**config.mk**
```make
export PLATFORM = sky130hd
export DESIGN_NAME = pscfg_top
export DESIGN_NICKNAME = d
export VERILOG_FILES = /design/src/verilog/pscfg_pkg.sv /design/src/verilog/pscfg_top.sv
export SDC_FILE = /design/constraint.sdc
export NUM_CORES = 2
export LEC_CHECK = 0
export ABC_AREA = 0
export BUFFER_PORTS_ARGS = -buffer_cell sky130_fd_sc_hd__buf_4
export CAP_MARGIN = 20
export CORE_MARGIN = 8
export CORE_UTILIZATION = 40
export CTS_BUF_LIST = sky130_fd_sc_hd__clkbuf_8
export DETAILED_ROUTE_END_ITERATION = 10
export RECOVER_POWER = 25
export SLEW_MARGIN = 0
export SYNTH_ARGS = -nofsm -noshare
export SYNTH_HDL_FRONTEND = slang
export SYNTH_SLANG_ARGS = --single-unit
```
**constraint.sdc**
```tcl
create_clock -name clk -period 7.6 [get_ports clk]
set_clock_uncertainty 0.05 [all_clocks]
set_input_delay 1.14 -clock clk [delete_from_list [all_inputs] [get_ports clk]]
set_output_delay 1.14 -clock clk [all_outputs]
set_load 0.05 [all_outputs]
```
**src/verilog/pscfg_pkg.sv**
```systemverilog
`default_nettype none
package pscfg_pkg;

	// ------------------------------------------------------------
	// register map
	// ------------------------------------------------------------
	localparam int PSCFG_NREG = 42;
	localparam int PSCFG_NBASE = 30;
	localparam logic [8:0] PSCFG_OFF_BASIC = 9'h000;
	localparam logic [8:0] PSCFG_OFF_IDH = 9'h002;
	localparam logic [8:0] PSCFG_OFF_IDL = 9'h003;
	localparam logic [8:0] PSCFG_OFF_CTRL = 9'h00d;
	localparam logic [8:0] PSCFG_OFF_DATA = 9'h00e;
	localparam logic [8:0] PSCFG_OFF_STS = 9'h010;
	localparam logic [8:0] PSCFG_OFF_XCVR = 9'h019;
	localparam logic [8:0] PSCFG_OFFS [PSCFG_NREG] = '{
		PSCFG_OFF_BASIC, 9'h001, PSCFG_OFF_IDH, PSCFG_OFF_IDL, 9'h004, 9'h005,
		9'h006, 9'h007, 9'h008, 9'h009, 9'h00a, 9'h00b,
		PSCFG_OFF_CTRL, PSCFG_OFF_DATA, 9'h00f, PSCFG_OFF_STS, 9'h011, 9'h012,
		9'h013, 9'h014, 9'h015, 9'h016, 9'h017, 9'h018,
		PSCFG_OFF_XCVR, 9'h01a, 9'h01b, 9'h01c, 9'h01e, 9'h01f,
		9'h025, 9'h027, 9'h02a, 9'h117, 9'h131, 9'h170,
		9'h171, 9'h173, 9'h175, 9'h176, 9'h177, 9'h178};
	localparam logic [5:0] PSCFG_IDX_BASIC = 6'h00;
	localparam logic [5:0] PSCFG_IDX_IDH = 6'h02;
	localparam logic [5:0] PSCFG_IDX_IDL = 6'h03;
	localparam logic [5:0] PSCFG_IDX_CTRL = 6'h0c;
	localparam logic [5:0] PSCFG_IDX_DATA = 6'h0d;
	localparam logic [5:0] PSCFG_IDX_STS = 6'h0f;
	localparam logic [5:0] PSCFG_IDX_XCVR = 6'h18;

	// ------------------------------------------------------------
	// field positions
	// ------------------------------------------------------------
	localparam int PSCFG_BASIC_SPD = 13;
	localparam int PSCFG_BASIC_AN = 12;
	localparam int PSCFG_BASIC_ISO = 10;
	localparam int PSCFG_BASIC_DUP = 8;
	localparam int PSCFG_CTRL_FN_HI = 15;
	localparam int PSCFG_CTRL_FN_LO = 14;
	localparam logic [1:0] PSCFG_FN_ADDR = 2'h0;
	localparam logic [1:0] PSCFG_FN_DATA = 2'h1;
	localparam logic [1:0] PSCFG_FN_INC_RW = 2'h2;
	localparam logic [1:0] PSCFG_FN_INC_W = 2'h3;

	// ------------------------------------------------------------
	// strap vector bits and defaults
	// ------------------------------------------------------------
	localparam int PSCFG_SB_MA = 0;
	localparam int PSCFG_SB_MB = 1;
	localparam int PSCFG_SB_MC = 2;
	localparam int PSCFG_SB_AN = 3;
	localparam int PSCFG_SB_SPD = 4;
	localparam int PSCFG_SB_DUP = 5;
	localparam int PSCFG_SB_ISO = 6;
	localparam int PSCFG_SB_AD0 = 7;
	localparam int PSCFG_NSTRAP = 10;
	localparam logic [2:0] PSCFG_MODE_MII = 3'h0;
	localparam logic [2:0] PSCFG_MODE_RMII_SLV = 3'h5;
	localparam logic [2:0] PSCFG_ADDR_DEF = 3'h1;
	localparam logic [15:0] PSCFG_BASIC_DEF = 16'h3000;
	localparam logic [1:0] PSCFG_SETTLE_CYC = 2'h2;

	// ------------------------------------------------------------
	// types
	// ------------------------------------------------------------
	typedef enum logic [1:0] {
		PSCFG_MAC_MII = 2'h0,
		PSCFG_MAC_RMII_SLV = 2'h1,
		PSCFG_MAC_RSV = 2'h3
	} pscfg_mac_e;

	typedef enum logic [2:0] {
		PSCFG_ST_WAIT = 3'b001,
		PSCFG_ST_LATCH = 3'b010,
		PSCFG_ST_RUN = 3'b100
	} pscfg_st_e;

	typedef struct packed {
		pscfg_mac_e mac_mode;
		logic autoneg_en;
		logic speed_100;
		logic full_duplex;
		logic isolate;
		logic [2:0] phy_addr;
		logic cfg_done;
	} pscfg_cfg_s;

endpackage : pscfg_pkg
`default_nettype wire

```
**src/verilog/pscfg_top.sv**
```systemverilog
// How it works
// - mac mode straps: 000 gives MII, a=1 b=0 c=1 gives RMII slave
// - autoneg strap 1 enables auto-negotiation, 0 disables it
// - speed strap 0 forces 10 Mb/s, 1 forces 100 Mb/s
// - duplex strap 0 gives full duplex, 1 gives half duplex
// - isolate strap 1 isolates the mac interface, 0 leaves it active
// - registers exist at each listed offset, base 0..1f and extended to 178
// - three address straps give the management address, default 001
// - strap read low is mode 0, read high is mode 1
`timescale 1ns/1ps
`default_nettype none
module pscfg_top
	import pscfg_pkg::*;
#(
	parameter logic [15:0] ID_HIGH = 16'h0a5a, // arbitrary value
	parameter logic [15:0] ID_LOW = 16'h5a50 // arbitrary value
) (
	input wire logic clk,
	input wire logic rst,
	input wire logic mac_mode_select_a,
	input wire logic mac_mode_select_b,
	input wire logic mac_mode_select_c,
	input wire logic autoneg_select_pin,
	input wire logic speed_select_pin,
	input wire logic duplex_select_pin,
	input wire logic isolate_select_pin,
	input wire logic address_bit0_select,
	input wire logic address_bit1_select,
	input wire logic address_bit2_select,
	input wire logic [4:0] reg_addr,
	input wire logic [15:0] reg_wdata,
	input wire logic reg_wr,
	input wire logic reg_rd,
	output logic [15:0] reg_rdata,
	output pscfg_cfg_s cfg
);

	// ------------------------------------------------------------
	// strap synchroniser
	// ------------------------------------------------------------
	logic [PSCFG_NSTRAP-1:0] strap_pins;
	logic [PSCFG_NSTRAP-1:0] strap_s1;
	logic [PSCFG_NSTRAP-1:0] strap_s2;

	assign strap_pins = {address_bit2_select, address_bit1_select,
		address_bit0_select, isolate_select_pin, duplex_select_pin,
		speed_select_pin, autoneg_select_pin, mac_mode_select_c,
		mac_mode_select_b, mac_mode_select_a};

	always_ff @(posedge clk) begin
		strap_s1 <= strap_pins;
		strap_s2 <= strap_s1;
	end

	// ------------------------------------------------------------
	// latch sequencer
	// ------------------------------------------------------------
	pscfg_st_e st;
	pscfg_st_e next_st;
	logic [1:0] cnt;

	always_comb begin
		next_st = st;
		case (st)
			PSCFG_ST_WAIT: begin
				if (cnt == 2'h0) begin
					next_st = PSCFG_ST_LATCH;
				end
			end
			PSCFG_ST_LATCH: begin
				next_st = PSCFG_ST_RUN;
			end
			PSCFG_ST_RUN: begin
				next_st = PSCFG_ST_RUN;
			end
			default: begin
				next_st = PSCFG_ST_WAIT;
			end
		endcase
	end

	always_ff @(posedge clk) begin
		if (rst) begin
			st <= PSCFG_ST_WAIT;
		end else begin
			st <= next_st;
		end
	end

	always_ff @(posedge clk) begin
		if (rst) begin
			cnt <= PSCFG_SETTLE_CYC;
		end else if (st == PSCFG_ST_WAIT && cnt != 2'h0) begin
			cnt <= cnt - 2'h1;
		end
	end

	// ------------------------------------------------------------
	// strap decode and latch
	// ------------------------------------------------------------
	logic latch_now;
	logic [2:0] mode_bits;
	pscfg_mac_e next_mac;
	pscfg_mac_e mac_mode;
	logic [2:0] phy_addr;
	logic [15:0] strap_basic;

	assign latch_now = (st == PSCFG_ST_LATCH);
	assign mode_bits = {strap_s2[PSCFG_SB_MA], strap_s2[PSCFG_SB_MB],
		strap_s2[PSCFG_SB_MC]};

	always_comb begin
		case (mode_bits)
			PSCFG_MODE_MII: next_mac = PSCFG_MAC_MII;
			PSCFG_MODE_RMII_SLV: next_mac = PSCFG_MAC_RMII_SLV;
			default: next_mac = PSCFG_MAC_RSV;
		endcase
	end

	always_comb begin
		strap_basic = 16'h0000;
		strap_basic[PSCFG_BASIC_AN] = strap_s2[PSCFG_SB_AN];
		strap_basic[PSCFG_BASIC_SPD] = strap_s2[PSCFG_SB_SPD];
		strap_basic[PSCFG_BASIC_DUP] = ~strap_s2[PSCFG_SB_DUP];
		strap_basic[PSCFG_BASIC_ISO] = strap_s2[PSCFG_SB_ISO];
	end

	always_ff @(posedge clk) begin
		if (rst) begin
			mac_mode <= PSCFG_MAC_MII;
		end else if (latch_now) begin
			mac_mode <= next_mac;
		end
	end

	always_ff @(posedge clk) begin
		if (rst) begin
			phy_addr <= PSCFG_ADDR_DEF;
		end else if (latch_now) begin
			phy_addr <= strap_s2[PSCFG_SB_AD0+:3];
		end
	end

	// ------------------------------------------------------------
	// address decode
	// ------------------------------------------------------------
	logic [PSCFG_NREG-1:0] dir_hit;
	logic [PSCFG_NREG-1:0] ext_hit;
	logic [15:0] ext_addr;
	logic [5:0] dir_idx;
	logic [5:0] ext_idx;
	logic dir_any;
	logic ext_any;

	function automatic logic [5:0] pscfg_enc(input logic [PSCFG_NREG-1:0] h);
		logic [5:0] r;
		r = 6'h00;
		for (int i = 0; i < PSCFG_NREG; i++) begin
			if (h[i]) begin
				r = 6'(i);
			end
		end
		return r;
	endfunction : pscfg_enc

	function automatic logic pscfg_wable(input logic [5:0] idx);
		return idx != PSCFG_IDX_IDH && idx != PSCFG_IDX_IDL &&
			idx != PSCFG_IDX_STS && idx != PSCFG_IDX_DATA;
	endfunction : pscfg_wable

	for (genvar g = 0; g < PSCFG_NREG; g++) begin : g_hit
		assign dir_hit[g] = (PSCFG_OFFS[g] == {4'h0, reg_addr});
		assign ext_hit[g] = (ext_addr[15:9] == 7'h00) &&
			(PSCFG_OFFS[g] == ext_addr[8:0]);
	end

	assign dir_any = |dir_hit;
	assign ext_any = |ext_hit;
	assign dir_idx = pscfg_enc(dir_hit);
	assign ext_idx = pscfg_enc(ext_hit);

	// ------------------------------------------------------------
	// register storage and write path
	// ------------------------------------------------------------
	logic [15:0] mem [PSCFG_NREG];
	logic [1:0] ext_fn;
	logic data_wr;
	logic data_rd;
	logic wr_en;
	logic [5:0] wr_idx;

	assign ext_fn = mem[PSCFG_IDX_CTRL][PSCFG_CTRL_FN_HI:PSCFG_CTRL_FN_LO];
	assign data_wr = reg_wr && dir_any && dir_idx == PSCFG_IDX_DATA;
	assign data_rd = reg_rd && dir_any && dir_idx == PSCFG_IDX_DATA;

	always_comb begin
		wr_en = 1'b0;
		wr_idx = 6'h00;
		if (data_wr) begin
			if (ext_fn != PSCFG_FN_ADDR && ext_any && pscfg_wable(ext_idx) &&
				ext_idx != PSCFG_IDX_CTRL) begin
				wr_en = 1'b1;
				wr_idx = ext_idx;
			end
		end else if (reg_wr && dir_any && pscfg_wable(dir_idx)) begin
			wr_en = 1'b1;
			wr_idx = dir_idx;
		end
	end

	always_ff @(posedge clk) begin
		if (rst) begin
			for (int i = 0; i < PSCFG_NREG; i++) begin
				mem[i] <= 16'h0000;
			end
			mem[PSCFG_IDX_BASIC] <= PSCFG_BASIC_DEF;
		end else begin
			if (wr_en) begin
				mem[wr_idx] <= reg_wdata;
			end
			// strap latch overrides a same-cycle control write only
			if (latch_now) begin
				mem[PSCFG_IDX_BASIC] <= strap_basic;
			end
		end
	end

	// ------------------------------------------------------------
	// extended address pointer
	// ------------------------------------------------------------
	logic ext_inc;

	assign ext_inc = (data_wr && (ext_fn == PSCFG_FN_INC_RW ||
		ext_fn == PSCFG_FN_INC_W)) || (data_rd && ext_fn == PSCFG_FN_INC_RW);

	always_ff @(posedge clk) begin
		if (rst) begin
			ext_addr <= 16'h0000;
		end else if (data_wr && ext_fn == PSCFG_FN_ADDR) begin
			ext_addr <= reg_wdata;
		end else if (ext_inc) begin
			ext_addr <= ext_addr + 16'h0001;
		end
	end

	// ------------------------------------------------------------
	// read path
	// ------------------------------------------------------------
	logic [15:0] sts_word;
	logic [15:0] ext_word;

	function automatic logic [15:0] pscfg_view(input logic [5:0] idx,
		input logic [15:0] raw, input logic [15:0] sts, input logic [2:0] pa);
		logic [15:0] v;
		v = raw;
		case (idx)
			PSCFG_IDX_IDH: v = ID_HIGH;
			PSCFG_IDX_IDL: v = ID_LOW;
			PSCFG_IDX_STS: v = sts;
			PSCFG_IDX_XCVR: v = {raw[15:3], pa};
			default: v = raw;
		endcase
		return v;
	endfunction : pscfg_view

	assign sts_word = {9'h000, latch_now || st == PSCFG_ST_RUN,
		mac_mode == PSCFG_MAC_RSV, mac_mode == PSCFG_MAC_RMII_SLV,
		cfg.isolate, cfg.autoneg_en, cfg.full_duplex, cfg.speed_100};
	assign ext_word = ext_any ?
		pscfg_view(ext_idx, mem[ext_idx], sts_word, phy_addr) : 16'h0000;

	always_ff @(posedge clk) begin
		if (rst) begin
			reg_rdata <= 16'h0000;
		end else if (!reg_rd || !dir_any) begin
			reg_rdata <= 16'h0000;
		end else if (dir_idx == PSCFG_IDX_DATA) begin
			reg_rdata <= (ext_fn == PSCFG_FN_ADDR) ? ext_addr : ext_word;
		end else begin
			reg_rdata <= pscfg_view(dir_idx, mem[dir_idx], sts_word, phy_addr);
		end
	end

	// ------------------------------------------------------------
	// configuration outputs
	// ------------------------------------------------------------
	always_ff @(posedge clk) begin
		if (rst) begin
			cfg.mac_mode <= PSCFG_MAC_MII;
			cfg.autoneg_en <= PSCFG_BASIC_DEF[PSCFG_BASIC_AN];
			cfg.speed_100 <= PSCFG_BASIC_DEF[PSCFG_BASIC_SPD];
			cfg.full_duplex <= PSCFG_BASIC_DEF[PSCFG_BASIC_DUP];
			cfg.isolate <= PSCFG_BASIC_DEF[PSCFG_BASIC_ISO];
			cfg.phy_addr <= PSCFG_ADDR_DEF;
			cfg.cfg_done <= 1'b0;
		end else begin
			cfg.mac_mode <= mac_mode;
			cfg.autoneg_en <= mem[PSCFG_IDX_BASIC][PSCFG_BASIC_AN];
			cfg.speed_100 <= mem[PSCFG_IDX_BASIC][PSCFG_BASIC_SPD];
			cfg.full_duplex <= mem[PSCFG_IDX_BASIC][PSCFG_BASIC_DUP];
			cfg.isolate <= mem[PSCFG_IDX_BASIC][PSCFG_BASIC_ISO];
			cfg.phy_addr <= phy_addr;
			cfg.cfg_done <= (st == PSCFG_ST_RUN);
		end
	end
endmodule : pscfg_top
`default_nettype wire
```
# After elaboration in Yosys (flattened, before gate mapping)
# Memory sizes are Yosys's and may differ from the RTL's. A register that Yosys moved wholly into a read port is not among the register bits.
# Index checks and enable logic that the tools add are counted.
# W data, S select, Z words.
# word_totals
regBits	68
ramBits	672
inputBits	35
out_inout_bits	26
word_cells	297
memories	1
# op_classes
addsub	2
eq_ne	98
muxes	99
n_bitwise	6
reduce_logical	80
# memory_table
name	words	width	rd	rd_clocked_by_memory_dff	wr	line	text
mem	42	16	4	1	42	pscfg_top.sv:185	logic [15:0] mem [PSCFG_NREG];
# ops
op	n
$mux W6	72
$eq A5 B9 Y1 const A	15
$mux W16	8
$pmux W16 S4	2
$eq A9 B9 Y1 const A	9
$eq A5 B5 Y1 const A	15
$eq A4 B9 Y1 const A	7
$logic_and A1 B1 Y1	60
$reduce_or A42 Y1	1
$eq A3 B9 Y1 const A	4
$eq A4 B5 Y1 const A	7
$ne A6 B4 Y1 const B	5
$reduce_or A30 Y1	1
$eq A6 B9 Y1 const A	3
$eq A6 B2 Y1 const B	4
$ne A6 B2 Y1 const B	4
$eq A3 B5 Y1 const A	4
$eq A2 B9 Y1 const A	2
$eq A6 B4 Y1 const B	3
$add A16 B1 Y16 const B	1
$reduce_or A16 Y1	1
$mux W1	14
$eq A6 B5 Y1 const B	2
$eq A2 B5 Y1 const A	2
25 further kinds	39

# Longest topological paths before layout
# logic_depth
depth_word	57
depth_mapped	19
ltp_nobuf	13

# Worst setup path before layout
# Ideal clock, no wire load.
# synth_timing
path_type	reg-to-reg
from	register ext_addr[0]
to	memory mem[40][0] (enable)
setup_time_ns	0.411
t_arrival_ns	4.507
required_time_ns	7.139
setup_slack_ns	2.632
stages_incl_launch_ff	15
n_path_buf	2
synth_period_minus_slack_ns	4.968
cell_sequence	dfxtp_1 inv_1 ha_1 clkbuf_1 a2111oi_0 o21ai_0 and2_1 nor3_1 nand2_1 a211o_1 a32oi_2 o211a_4 o211ai_2 buf_4 o21ai_0
# synth_rtl
element	line	text
start: declaration	pscfg_top.sv:149	logic [15:0] ext_addr;
start signal: assignment	pscfg_top.sv:240	ext_addr <= reg_wdata;
start signal: assignment	pscfg_top.sv:242	ext_addr <= ext_addr + 16'h0001;
end: declaration	pscfg_top.sv:185	

==> flow_summary_export.csv <==
group,metric,value,unit
synthesis,synth-seq-cells,764,
floorplanning,die_area,113000,um^2
synthesis,yosys_warnings,0,
synthesis,yosys_most_used_dff,"edfxtp_1",
setup_path,timing.critical_path.arrival,7.05,ns
grt,grt_antenna_before_repair,12,
final_layout,final_common_cell,"nand2_1",
power_and_ir_drop,p_sw_frac,0.289,
timing,totalNegativeSetupSlack,0,ns
synthesis,synth-async-reset-ratio,0,
setup_path,reg2regPathDepth,10,
synthesis,synth_area,41000,um^2
routing,via_count,35676,
final_layout,most-common-layout-cells,"nand2_1 (799), edfxtp_1 (692), and2_1 (587), nand3_1 (239), clkbuf_8 (147)",
floorplanning,fp-row-count,117,
timing,timing.fmax,0.150,GHz
grt,grt_pass1_wl,250000,um
setup_path,timing_worst_setup_path_type,"flop to flop",
grt,grt_start_max_net_pins,92,
timing,maxSlewHeadroom,-1.45,
synthesis,synth_cells,4081,
synthesis,synth.distinct_cells,108,
clock_network,clock-sinks,764,
power_and_ir_drop,internal-power,6.94,mW
floorplanning,floorplan.die.height,336,um
synthesis,ys_seq_area_frac,0.542,
power_and_ir_drop,total_leakage_power,16.7,nW
placed_design,hpwlAfterDp,116000,um
routing,detail_route.wirelength,179000,um
timing,final_min_period_over_clock_period,0.877,
power_and_ir_drop,power.combinational.fraction,0.118,
clock_network,insertion_delay,0.86,ns
clock_network,root_buffer,"clkbuf_8",
synthesis,synth.area.top_cells,"edfxtp_1 (51%), and2_1 (9.3%), nand2_1 (7.3%), dfxtp_1 (3.5%), nand3_1 (2.9%)",
clock_network,cts.reportedPaths.clkPinSlew,0.06,ns
synthesis,syn_avg_cell_area,10.1,um^2
floorplanning,placeableCoreArea,102000,um^2
setup_path,endpoint_type_of_the_worst_setup_path,"flop",
floorplanning,dieWidth,336,um
min_path,whs_path_depth,0,
setup_path,critical_path_start_type,"flop",
timing,final_setup_vio_count,0,
power_and_ir_drop,power-per-cell-area,213,nW/um^2
timing,final_max_slew_viol_count,459,
clock_network,cts_hold_buf,0,
routing,post-route-drc-count,0,
final_layout,layout.nets,4189,
clock_network,cts_tree,"done",
outcome,status,"finished with violations",
timing,finalHoldViolations,0,
timing,min_period,6.66,ns
clock_network,post_cts_buffers,0,
clock_network,cts-buffers-inserted,139,
routing,detailedRoute.firstPassIterationCount,7,
final_layout,area_growth,11.6,%
power_and_ir_drop,max-vdd-ir-drop,0.151,mV
clock_network,clk_path_buf_depth,3,
placed_design,placement.cell_area,43400,um^2
setup_path,path_max_fanout,47,
min_path,worst_hold_path_type,"flop to flop",
outcome,violations,"max-capacitance violations, max-slew violations",
setup_path,critical_path_required,7.99,ns
clock_network,cts-resized-gates,0,
placed_design,routabilityCongestion,1.07,
timing,worst_pin_slew,3.67,ns
final_layout,drive_gt1_frac,0.106,
floorplanning,initial_core_utilization,0.403,
run,drv_cap,11,
power_and_ir_drop,total_switching_power,2.83,mW
synthesis,number_of_synthesized_flops_with_an_enable_pin,692,
grt,groute.usage.overall,0.307,
routing,vias_per_cell,6.34,
power_and_ir_drop,clock_power_share,0.384,
grt,grt-ovfl-total,0,
floorplanning,floorplan.io_pins,61,
timing,grt_setup_unrepaired,"no",
final_layout,postLayoutCellArea,45800,um^2
routing,detailedRoute.firstIterationViolations,5952,
routing,detail_route.wl_per_cell,31.8,um
clock_network,htreeDepth,4,
synthesis,yosysTopAreaCell,"edfxtp_1",
placed_design,port_buffers,60,
routing,antenna_left,0,
grt,number_of_global_route_vias_before_repair,33479,
power_and_ir_drop,pwr-share-seq,0.498,
synthesis,synth_top_area_frac,0.507,
## power by group through the flow
stage	Sequential, mW	Combinational, mW	Clock, mW
4_1_cts	4.86	1.11	3.76
3_5_place_dp	4.94	1.11	0
6_report	4.87	1.15	3.75
2_1_floorplan	4.94	0.591	0
3_3_place_gp	4.94	1.10	0
5_1_grt	4.88	1.18	3.94
## per-stage QoR
stage / hold WS (ns) / total power [mW] / worst slack [ns] / util / instances
3_5_place_dp: 0.262 / 6.05 / 1.41 / 0.427 / 5373
6_report: 0.277 / 9.77 / 0.935 / 0.450 / 5628
2_1_floorplan: 0.260 / 5.53 / 2.63 / - / 4164
3_3_place_gp: 0.262 / 6.04 / 1.19 / 0.427 / 5371
4_1_cts: 0.277 / 9.74 / 1.38 / 0.452 / 5620
5_1_grt: 0.289 / 10.0 / 0.708 / 0.450 / 5625
## layer usage
metal	share of wire	track usage
met1	0.37	0.395
met3	0.13	0.0946
met2	0.42	0.443
met4	0.078	0.204
met5	0.00031	0
## logic make-up after synthesis
logic type	synth area share
buffers and inverters	0.0373
other	0.0000914
AO/OA/AOI/OAI	0.127
flip-flops	0.542
XOR/XNOR	0.00149
AND/OR/NAND/NOR	0.257
multiplexers	0.0341
adder cells (fa/ha/maj)	0.00177
## final timing paths
kind	from	endpoint	slack (ns)
worst max-delay path	ext_addr[4]	mem[39][1]	0.94
worst min-delay path	strap_s1[0]	strap_s2[0]	0.28
worst max register to register	ext_addr[4]	mem[39][1]	0.94
worst min register to register	strap_s1[0]	strap_s2[0]	0.28
## cell type report
| type | count | area (um^2) |
|---|---|---|
| Fill cell | 9609 | 55900 |
| Sequential cell | 764 | 22200 |
| Multi-Input combinational cell | 3022 | 17700 |
| Clock buffer | 147 | 2020 |
| Tap cell | 1368 | 1710 |
| Timing Repair Buffer | 202 | 1480 |
| Clock inverter | 100 | 537 |
| Inverter | 20 | 75.1 |
| Antenna cell | 5 | 12.5 |
## cells in the mapped netlist (15+ instances only)
master / n
a211oi_1: 33
a21oi_1: 117
a221oi_1: 66
a22oi_1: 22
a311oi_1: 58
a31oi_1: 81
a32oi_1: 17
and2_1: 610
and3_1: 82
buf_1: 51
buf_2: 69
clkbuf_1: 230
dfxtp_1: 72
edfxtp_1: 692
inv_1: 19
mux2_2: 15
mux2i_1: 105
nand2_1: 800
nand3_1: 239
nand4_1: 24
nor2_1: 103
nor2_2: 23
nor3_1: 57
nor4_1: 21
o211ai_1: 16
o21ai_0: 115
o22ai_1: 22
o31ai_1: 24
or3_1: 16
## worst max-delay path, stage by stage, from the launching register on
cell and delay (ns):
dfxtp_1 0.59, nor4b_1 0.80, o211ai_1 0.19, o21a_1 0.17, o32ai_2 0.77, a211o_2 1.38
a32oi_1 0.36, nor2_1 0.28, nand2_1 0.44, o21ai_0 0.30, clkbuf_1 0.87
## registers in the layout, summed over array words and instances (netlist names)
| register | count |
|---|---|
| mem | 692 |
| ext_addr | 16 |
| reg_rdata | 16 |
| cfg | 10 |
| strap_s1 | 10 |
| strap_s2 | 10 |
| phy_addr | 3 |
| st | 3 |
| cnt | 2 |
| mac_mode | 2 |
(Power assumes the default switching activity.)
